**src/arc_defines.vh**
```
// constants for the alarm routing and carrier control block
// included by arc_top.v; definitions only
`ifndef ARC_DEFINES_VH
`define ARC_DEFINES_VH
// register word offsets
`define ARC_OFF_ROUTE    4'h0
`define ARC_OFF_TEST     4'h1
`define ARC_OFF_TXCFG    4'h2
`define ARC_OFF_UPC      4'h3
`define ARC_OFF_STATUS   4'h4
`define ARC_OFF_IRQ_ST   4'h5
`define ARC_OFF_IRQ_MASK 4'h6
`define ARC_OFF_FWUPD    4'h7
`define ARC_OFF_SERIAL   4'h8
// route register fields
`define ARC_RT_REF_LSB   0
`define ARC_RT_OVEN_LSB  3
`define ARC_RT_TST_LSB   6
`define ARC_RT_HW_LSB    8
`define ARC_RT_BEEP_LSB  10
// tx config fields
`define ARC_TX_EN_BIT    0
`define ARC_TX_MOD_LSB   1
`define ARC_TX_SPEC_BIT  4
`define ARC_TX_MASK_BIT  5
`define ARC_TX_BURST_BIT 6
`define ARC_TX_PRE_BIT   7
`define ARC_TX_UPC_BIT   8
`define ARC_TX_MUTE_LSB  9
// uplink loop set point in tenths of dB, then preamble lengths in symbols
`define ARC_UPC_MIN_DB10 9'h01E
`define ARC_UPC_MAX_DB10 9'h0C8
`define ARC_UPC_RST_DB10 9'h041
`define ARC_PRE_SHORT    7'h20
`define ARC_PRE_LONG     7'h40
// reset values
`define ARC_ROUTE_RST    32'h0000_0000
`define ARC_TXCFG_RST    32'h0000_0002
`define ARC_LVL_RST      8'h80
`endif

```
**src/arc_top.v**
```verilog
// alarm routing, beeper, test select and transmit carrier control
// assumes an avalon-mm master on sys_clk_in and synchronous status inputs
//
// The implementer's own choices: the Avalon-MM slave port and the register addresses.
`timescale 1ns/10ps
`include "arc_defines.vh"
module arc_top (
  // clock and reset
  input  wire        sys_clk_in,
  input  wire        rst_in,
  // avalon-mm slave
  input  wire [3:0]  avs_address_in,
  input  wire        avs_read_in,
  input  wire        avs_write_in,
  input  wire [31:0] avs_writedata_in,
  output reg  [31:0] avs_readdata_out,
  output reg         avs_waitrequest_out,
  // alarm sources and status
  input  wire        ref_alarm_in,
  input  wire        oven_oscillator_alarm_in,
  input  wire        hw_alarm_in,
  input  wire        burst_option_in,
  input  wire        data_present_in,
  input  wire        clk_external_in,
  input  wire        clk_ok_in,
  input  wire        far_ebno_valid_in,
  input  wire [8:0]  far_ebno_db10_in,
  // outputs
  output reg         alarm_a_out,
  output reg         alarm_b_out,
  output reg         carrier_mute_out,
  output reg         beep_out,
  output reg         lamp_test_out,
  output reg         self_test_out,
  output reg         carrier_on_out,
  output reg  [2:0]  modulation_out,
  output reg         spectrum_inv_out,
  output reg         legacy_mask_out,
  output reg         burst_mode_out,
  output reg  [6:0]  preamble_len_out,
  output reg  [7:0]  tx_level_out,
  output reg         fw_update_start_out,
  output reg         irq_out
);

  // decode of an eight-value route code into {mute, b, a}
  function [2:0] route3;
    input [2:0] code;
    input       src;
    begin
      route3 = src ? code : 3'h0;
    end
  endfunction

  // registers
  reg [11:0] route_q;
  reg [1:0]  test_q;
  reg [10:0] txcfg_q;
  reg [8:0]  upc_set_q;
  reg [7:0]  upc_max_q;
  reg [7:0]  upc_min_q;
  reg [3:0]  irq_st_q;
  reg [3:0]  irq_mask_q;
  reg [31:0] serial_q;
  reg        serial_ok_q;
  reg        mute_hold_q;
  reg        pwr_q;
  reg        acc_q;
  reg        a_q;
  reg        b_q;
  reg        m_q;
  reg        tst_q;
  reg [7:0]  lvl_q;

  parameter [31:0] UNIT_SERIAL = 32'h0000_1234; // arbitrary unit serial

  wire        wr = avs_write_in & acc_q;
  // read data is loaded as the request is taken, so it stands when waitrequest is seen low
  wire        rd = avs_read_in & ~acc_q;
  wire [2:0]  ref_r;
  wire [2:0]  ov_r;
  wire [1:0]  ts_r;
  wire [1:0]  hw_r;
  wire        tst_act;
  wire        a_d;
  wire        b_d;
  wire        m_d;
  wire [1:0]  mute_pol = txcfg_q[`ARC_TX_MUTE_LSB +: 2];
  wire [2:0]  mod_w = avs_writedata_in[`ARC_TX_MOD_LSB +: 3];
  wire        mod_ok = (mod_w <= 3'h3) | (mod_w == 3'h6);
  wire [10:0] tx_new;

  assign tst_act = (test_q != 2'h0);
  assign ref_r = route3(route_q[`ARC_RT_REF_LSB +: 3], ref_alarm_in);
  assign ov_r = route3(route_q[`ARC_RT_OVEN_LSB +: 3], oven_oscillator_alarm_in);
  assign ts_r = tst_act ? route_q[`ARC_RT_TST_LSB +: 2] : 2'h0;
  assign hw_r = hw_alarm_in ? route_q[`ARC_RT_HW_LSB +: 2] : 2'h0;
  assign a_d = ref_r[0] | ov_r[0] | ts_r[0] | hw_r[0];
  assign b_d = ref_r[1] | ov_r[1] | ts_r[1] | hw_r[1];
  assign m_d = ref_r[2] | ov_r[2];

  // reserved modulation codes keep old value
  // burst bit forced low without option
  assign tx_new = {avs_writedata_in[10:8],
                   avs_writedata_in[`ARC_TX_PRE_BIT],
                   avs_writedata_in[`ARC_TX_BURST_BIT] & burst_option_in,
                   avs_writedata_in[5:4],
                   mod_ok ? mod_w : txcfg_q[3:1],
                   avs_writedata_in[0]};

  // bus handshake: one wait cycle then answer
  always @(posedge sys_clk_in or posedge rst_in) begin
    if (rst_in) begin
      acc_q <= 1'b0;
      avs_waitrequest_out <= 1'b1;
    end else begin
      acc_q <= (avs_read_in | avs_write_in) & ~acc_q;
      avs_waitrequest_out <= ~((avs_read_in | avs_write_in) & ~acc_q);
    end
  end

  // register writes and side effects
  always @(posedge sys_clk_in or posedge rst_in) begin
    if (rst_in) begin
      route_q <= 12'h000;
      test_q <= 2'h0;
      txcfg_q <= 11'h002;
      upc_set_q <= `ARC_UPC_RST_DB10;
      upc_max_q <= 8'hFF;
      upc_min_q <= 8'h00;
      irq_mask_q <= 4'h0;
      serial_q <= 32'h0000_0000;
      serial_ok_q <= 1'b0;
      fw_update_start_out <= 1'b0;
      mute_hold_q <= 1'b0;
      pwr_q <= 1'b0;
    end else begin
      fw_update_start_out <= 1'b0;
      pwr_q <= 1'b1;
      // hold at power up needs policy 3 in the first cycle; reset loads policy 0, so it never sets
      if (!pwr_q && mute_pol == 2'h3)
        mute_hold_q <= 1'b1;
      if (wr) begin
        case (avs_address_in)
          `ARC_OFF_ROUTE: route_q <= avs_writedata_in[11:0];
          `ARC_OFF_TEST: test_q <= avs_writedata_in[1:0];
          `ARC_OFF_TXCFG: begin
            txcfg_q <= tx_new;
            // manual policies hold carrier after change
            if (mute_pol[1] && (tx_new[7:1] != txcfg_q[7:1]))
              mute_hold_q <= 1'b1;
            else if (avs_writedata_in[`ARC_TX_EN_BIT])
              mute_hold_q <= 1'b0;
          end
          `ARC_OFF_UPC: begin
            // set point clamped to 3.0 .. 20.0 dB
            if (avs_writedata_in[8:0] < `ARC_UPC_MIN_DB10)
              upc_set_q <= `ARC_UPC_MIN_DB10;
            else if (avs_writedata_in[8:0] > `ARC_UPC_MAX_DB10)
              upc_set_q <= `ARC_UPC_MAX_DB10;
            else
              upc_set_q <= avs_writedata_in[8:0];
            upc_min_q <= avs_writedata_in[23:16];
            upc_max_q <= avs_writedata_in[31:24];
          end
          `ARC_OFF_IRQ_MASK: irq_mask_q <= avs_writedata_in[3:0];
          `ARC_OFF_SERIAL: begin
            serial_q <= avs_writedata_in;
            serial_ok_q <= (avs_writedata_in == UNIT_SERIAL);
          end
          // enter starts update only after serial
          `ARC_OFF_FWUPD: begin
            if (avs_writedata_in[0] && serial_ok_q)
              fw_update_start_out <= 1'b1;
            serial_ok_q <= 1'b0;
          end
          default: ;
        endcase
      end
    end
  end

  // uplink loop steps level toward set point
  always @(posedge sys_clk_in or posedge rst_in) begin
    if (rst_in)
      lvl_q <= `ARC_LVL_RST;
    else if (!txcfg_q[`ARC_TX_UPC_BIT] || !far_ebno_valid_in) begin
      if (lvl_q > upc_max_q) lvl_q <= upc_max_q;
      else if (lvl_q < upc_min_q) lvl_q <= upc_min_q;
    end else if (far_ebno_db10_in < upc_set_q && lvl_q < upc_max_q)
      lvl_q <= lvl_q + 8'h01;
    else if (far_ebno_db10_in > upc_set_q && lvl_q > upc_min_q)
      lvl_q <= lvl_q - 8'h01;
    else if (lvl_q > upc_max_q)
      lvl_q <= upc_max_q;
    else if (lvl_q < upc_min_q)
      lvl_q <= upc_min_q;
  end

  // interrupt status: set on rising alarm, write one clears, set wins
  always @(posedge sys_clk_in or posedge rst_in) begin
    if (rst_in) begin
      irq_st_q <= 4'h0;
      a_q <= 1'b0;
      b_q <= 1'b0;
      m_q <= 1'b0;
      tst_q <= 1'b0;
    end else begin
      a_q <= a_d;
      b_q <= b_d;
      m_q <= m_d;
      tst_q <= tst_act;
      irq_st_q <= (irq_st_q & ~((wr && avs_address_in == `ARC_OFF_IRQ_ST) ? avs_writedata_in[3:0] : 4'h0))
                | {tst_act & ~tst_q, m_d & ~m_q, b_d & ~b_q, a_d & ~a_q};
    end
  end

  // registered outputs
  always @(posedge sys_clk_in or posedge rst_in) begin
    if (rst_in) begin
      alarm_a_out <= 1'b0;
      alarm_b_out <= 1'b0;
      carrier_mute_out <= 1'b0;
      beep_out <= 1'b0;
      lamp_test_out <= 1'b0;
      self_test_out <= 1'b0;
      carrier_on_out <= 1'b0;
      modulation_out <= 3'h1;
      spectrum_inv_out <= 1'b0;
      legacy_mask_out <= 1'b0;
      burst_mode_out <= 1'b0;
      preamble_len_out <= `ARC_PRE_SHORT;
      tx_level_out <= `ARC_LVL_RST;
      irq_out <= 1'b0;
      avs_readdata_out <= 32'h0000_0000;
    end else begin
      alarm_a_out <= a_d;
      alarm_b_out <= b_d;
      carrier_mute_out <= m_d;
      beep_out <= (route_q[`ARC_RT_BEEP_LSB] & a_d) | (route_q[`ARC_RT_BEEP_LSB + 1] & b_d);
      lamp_test_out <= test_q[0];
      self_test_out <= test_q[1];
      // carrier gated by enable, mute and hold
      carrier_on_out <= txcfg_q[`ARC_TX_EN_BIT] & ~m_d & ~mute_hold_q & pwr_q;
      modulation_out <= txcfg_q[3:1];
      spectrum_inv_out <= txcfg_q[`ARC_TX_SPEC_BIT];
      legacy_mask_out <= txcfg_q[`ARC_TX_MASK_BIT];
      burst_mode_out <= txcfg_q[`ARC_TX_BURST_BIT] & burst_option_in;
      preamble_len_out <= txcfg_q[`ARC_TX_PRE_BIT] ? `ARC_PRE_LONG : `ARC_PRE_SHORT;
      tx_level_out <= lvl_q;
      irq_out <= |(irq_st_q & irq_mask_q);
      if (rd) begin
        case (avs_address_in)
          `ARC_OFF_ROUTE: avs_readdata_out <= {20'h00000, route_q};
          `ARC_OFF_TEST: avs_readdata_out <= {30'h0, test_q};
          `ARC_OFF_TXCFG: avs_readdata_out <= {21'h0, txcfg_q};
          `ARC_OFF_UPC: avs_readdata_out <= {upc_max_q, upc_min_q, 7'h00, upc_set_q};
          `ARC_OFF_STATUS: avs_readdata_out <= {16'h0000, lvl_q, 1'b0, tst_act, clk_ok_in,
                                                clk_external_in, data_present_in, mute_hold_q,
                                                m_d, carrier_on_out};
          `ARC_OFF_IRQ_ST: avs_readdata_out <= {28'h0, irq_st_q};
          `ARC_OFF_IRQ_MASK: avs_readdata_out <= {28'h0, irq_mask_q};
          `ARC_OFF_FWUPD: avs_readdata_out <= {31'h0, serial_ok_q};
          `ARC_OFF_SERIAL: avs_readdata_out <= serial_q;
          default: avs_readdata_out <= 32'h0000_0000;
        endcase
      end
    end
  end

endmodule

```
**config.mk**
```make
export PLATFORM = sky130hd
export DESIGN_NAME = arc_top
export DESIGN_NICKNAME = d
export VERILOG_FILES = /design/src/arc_top.v
export VERILOG_INCLUDE_DIRS = /design/src
export SDC_FILE = /design/constraint.sdc
export NUM_CORES = 1
export LEC_CHECK = 0
export BUFFER_PORTS_ARGS = -buffer_cell sky130_fd_sc_hd__buf_2
export CORE_MARGIN = 2
export CORE_UTILIZATION = 30
export CTS_CLUSTER_SIZE = 30
export DETAILED_ROUTE_END_ITERATION = 8
export MAX_ROUTING_LAYER = met4
export PLACE_DENSITY = 0.51
export REMOVE_ABC_BUFFERS = 1
export SKIP_LAST_GASP = 1
export SYNTH_ARGS = -nofsm -noshare
export SYNTH_HDL_FRONTEND = slang
export SYNTH_SLANG_ARGS = --single-unit
export TNS_END_PERCENT = 20
```
**constraint.sdc**
```tcl
create_clock -name sys_clk_in -period 5.6 [get_ports sys_clk_in]
set_input_delay 0.28 -clock sys_clk_in [delete_from_list [all_inputs] [get_ports sys_clk_in]]
set_output_delay 0.28 -clock sys_clk_in [all_outputs]
set_load 0.01 [all_outputs]
```
==> summary.md <==
dfrtp_1 takes more of the synthesized area than any other cell. The startpoint identified for the worst register-to-register timing path is upc_set_q[6]. The cell leakage power was 4.46 nW. The part of the cycle the worst path needs came out at 48.4%.

Data arrives at the worst endpoint at 3.02 ns. The cell count after synthesis came out at 798. The kind of critical path was register to register. Summed over all failing endpoints, the final setup total negative slack is 0 ns. The tools report the clock network latency to the later pin of the worst-skew pair as 0.43 ns. The synthesized netlist contains 56 unique library cells. The H-tree depth is 4. The routed design has 24,400 um of wire.

The via count of the first global-routing pass came out at 6,340. Counting tap cells, the placed design contains a total of 1,207 instances. The total global-route track usage is 19.3%, and the number of synthesized flops with an enable pin is 0. Cells fill 36.5% of the core in the end. The flow ran to the end, and the final reports show no timing, DRC or antenna violations. For the maximum clock skew at final layout, the log shows 0.0127 ns. The endpoint of the worst hold path is burst_mode_out. In the final routed layout, each cell accounts on average for 19.6 um. For the total via count in the routed design, the log shows 6,236. Ranked by total cell area, the synthesized netlist is headed by dfrtp_1 (47%), nand2_1 (9.6%), dfstp_2 (5.4%). The tools report the cell at the root of the clock tree as clkbuf_16.

Setup repair after global routing left no endpoint under its margin. The worst setup path is launched from a register. In the final layout, the share of cells above drive strength 1 is 23.0%. Of all nets on the critical path, the largest fanout is 7.

After clock tree synthesis, the clock-pin slew on the worst setup and hold paths is 0.06 ns. In this run the post-CTS setup repair buffer count came out at 0. For this design the ratio of total power to cell area is 425 mW/mm2. The worst register-to-register path ends at lvl_q[0]. After the first detailed-routing iteration, the DRC count stood at 498. For this run, the top clock speed supported by timing is 369 MHz. Most used standard cell by instance count after synthesis: nand2_1. At the end of routability-driven placement, the weighted congestion stood at 0.885.

The run gives 3.91 mW as the power after layout. In this run the most critical hold path is launched from burst_option_in. In the final design database the tool counted 981 nets.

After detailed routing, the number of vias per cell comes to 5.02. The clock drives 161 sinks. In the global route stage, met2 resource usage came out at 28.0%.

The growth of design area from synthesis to finish came out at 19.0%. The count of cells in the finished layout, fillers not included, comes to 1,241. In the synthesized netlist the async set-or-reset flop fraction comes to 100%. The die covers 0.0271 mm2. The register bit count reported by yosys was 161. The count of buffers added on input and output ports is 114. The number of clock buffers added by TritonCTS is 17. In the global route stage, met3 resource usage came out at 3.74%. The number of antenna-violating nets in the routed design is 0, and the setup slack of the most critical reg-to-reg path is 2.89 ns.

Number of antenna violations at the first check in global routing: 1. met2 is the most crowded layer. The longest clock path from root to sink contains 2 buffers. The path class of the tightest hold or removal check is primary input to register. The required time of the worst setup path was 5.91 ns; the number of buffers inserted for hold repair after clock tree synthesis was 1. Depth of the most critical reg-to-reg path: 9.

TritonCTS built the clock tree. The actual transition at the worst max-transition pin was 0.930 ns; the worst vdd rail ir drop was 0.000211 V. Post-cts repair resize count: 0.

STA classifies the critical path endpoint as a register. The final-report hold violation count came out at 0. The max-capacitance violation count is 0, and the horizontal extent of the die is 165 um. The tools report the met1 routing resource usage after global routing as 27.2%.

The commonest cells after synthesis are nand2_1 (198), dfrtp_1 (145), o21ai_0 (60), inv_1 (42). Entering global routing, the biggest net connects 67 pins. The first detailed-routing pass took 5 iterations.

The main flop type after synthesis was dfrtp_1. Depth of the worst hold-timing path: 2. The first global-routing pass estimated 37,800 um of wire.

Top cell type's share of synthesized area: 46.8%. The number of warnings reported in the yosys synthesis log was 0. Detailed-placement wirelength estimate: 16,900 um. In this run the vertical extent of the chip is 165 um.

The core box area is 0.0253 mm2. The routed design could run at a clock period as short as 2.71 ns. The logs give 30.7% for the initial cell density of the core and 0 for the remaining design rule violation count. Setup violations remaining at the end of the flow were counted as 0.

The worst pin sits at a relative slew slack of 37.8%. Hold timing on the final database bottoms out at a slack of 0.0759 ns. The logs give 0.00774 mm2 for the mapped cell area and 52.3% for the sequential-to-total area share from yosys stat. Summed over all layers, the global routing overflow is 0. After floorplanning, the core was divided into 58 placement rows.

The synthesized area per cell was 9.71 um2; the number of ports placed on the die boundary was 120. Number of max-slew violations in the final report: 0.
## layout by cell type (no fill, tap or decap), drive strengths merged, types with 2 or more instances in the layout
cell and n:
a21o 7, inv 42, clkinvlp 3, a21oi 30, nand3 12, xor2 5
bufinv 2, dfstp 16, nor3 13, nor4 6, nand2 198, a22oi 32
nand4 6, xnor2 6, nand2b 3, dfrtp 145, mux2i 18, and3 5
o311ai 2, clkbuf 21, ha 27, o21ai 61, conb 6, a211oi 5
a222oi 13, nand4b 2, and2 9, nor4b 2, o21bai 2, clkinv 6
buf 125, o221ai 2, a31oi 4, a21boi 2, a22o 3, mux2 25
nor2 27, a2111oi 3
## worst max-delay path, stage by stage (launching register included)
cell	delay (ns)
dfstp_2	0.54
inv_1	0.04
ha_1	0.28
nand4_1	0.17
nor3_2	0.27
a2111oi_4	0.10
a211oi_2	0.38
o21a_1	0.42
a2111oi_4	0.12
a211o_1	0.28
## cells by family after synthesis
group           after synthesis  share of synthesized area [%]
compound gates              174                           15.2
simple gates                288                           15.9
fa+ha+maj                    27                           4.36
flops                       161                           52.3
other cells                   2                         0.0970
xor+xnor                     11                           1.24
mux                          43                           5.96
buf+inv                      92                           4.98
## state kept, by name (all words and copies together), names as in the netlist, 2 cells and up
signal	cells
tx_level_out	8
irq_mask_q	4
txcfg_q	11
route_q	12
preamble_len_out	2
serial_q	32
modulation_out	3
irq_st_q	4
upc_max_q	8
upc_set_q	9
upc_min_q	8
avs_readdata_out	32
lvl_q	8
test_q	2
## final cells by class
class                   instances  area (um2)
fillers                      2613       16000
clock buffers                  21         460
flip-flops and latches        161        4050
inverters                      42         163
well taps                     330         413
clock inverters                11         113
multi-input cells             549        3350
repair buffers                126         663
diodes                          1        2.50
## stage by stage
| step | worst slack, ns | instance area [um2] |
|---|---|---|
| after global routing | 2.71 | 9220 |
| after CTS | 2.89 | 9210 |
| after global placement | 2.98 | 8630 |
| after floorplan | 0.998 | 7530 |
| after detailed placement | 2.92 | 8630 |
| final | 2.89 | 9220 |
## how the worst max path moves through the flow
stage | startpoint | endpoint | slack [ns]
3_5_place_dp | lvl_q[3] | lvl_q[0] | 2.92
6_report | upc_set_q[6] | lvl_q[0] | 2.89
4_1_cts | lvl_q[3] | lvl_q[0] | 2.89
5_1_grt | lvl_q[3] | lvl_q[0] | 2.71
3_3_place_gp | upc_max_q[3] | lvl_q[0] | 2.98
2_1_floorplan | rst_in | acc_q | 1.0
## power breakdown
| group | switching, mW | internal (mW) | total, mW |
|---|---|---|---|
| sequential | 0.242 | 1.43 | 1.68 |
| combinational | 0.617 | 0.471 | 1.09 |
| clock | 0.474 | 0.675 | 1.15 |
| total | 1.33 | 2.58 | 3.91 |
## metal layers
| metal | wire [um] | share of wire (%) |
|---|---|---|
| met4 | 457 | 1.9 |
| met1 | 11500 | 47 |
| met5 | 0 | 0 |
| met3 | 1500 | 6.2 |
| met2 | 10900 | 45 |
Note: power is estimated with default switching activity, not from simulation.
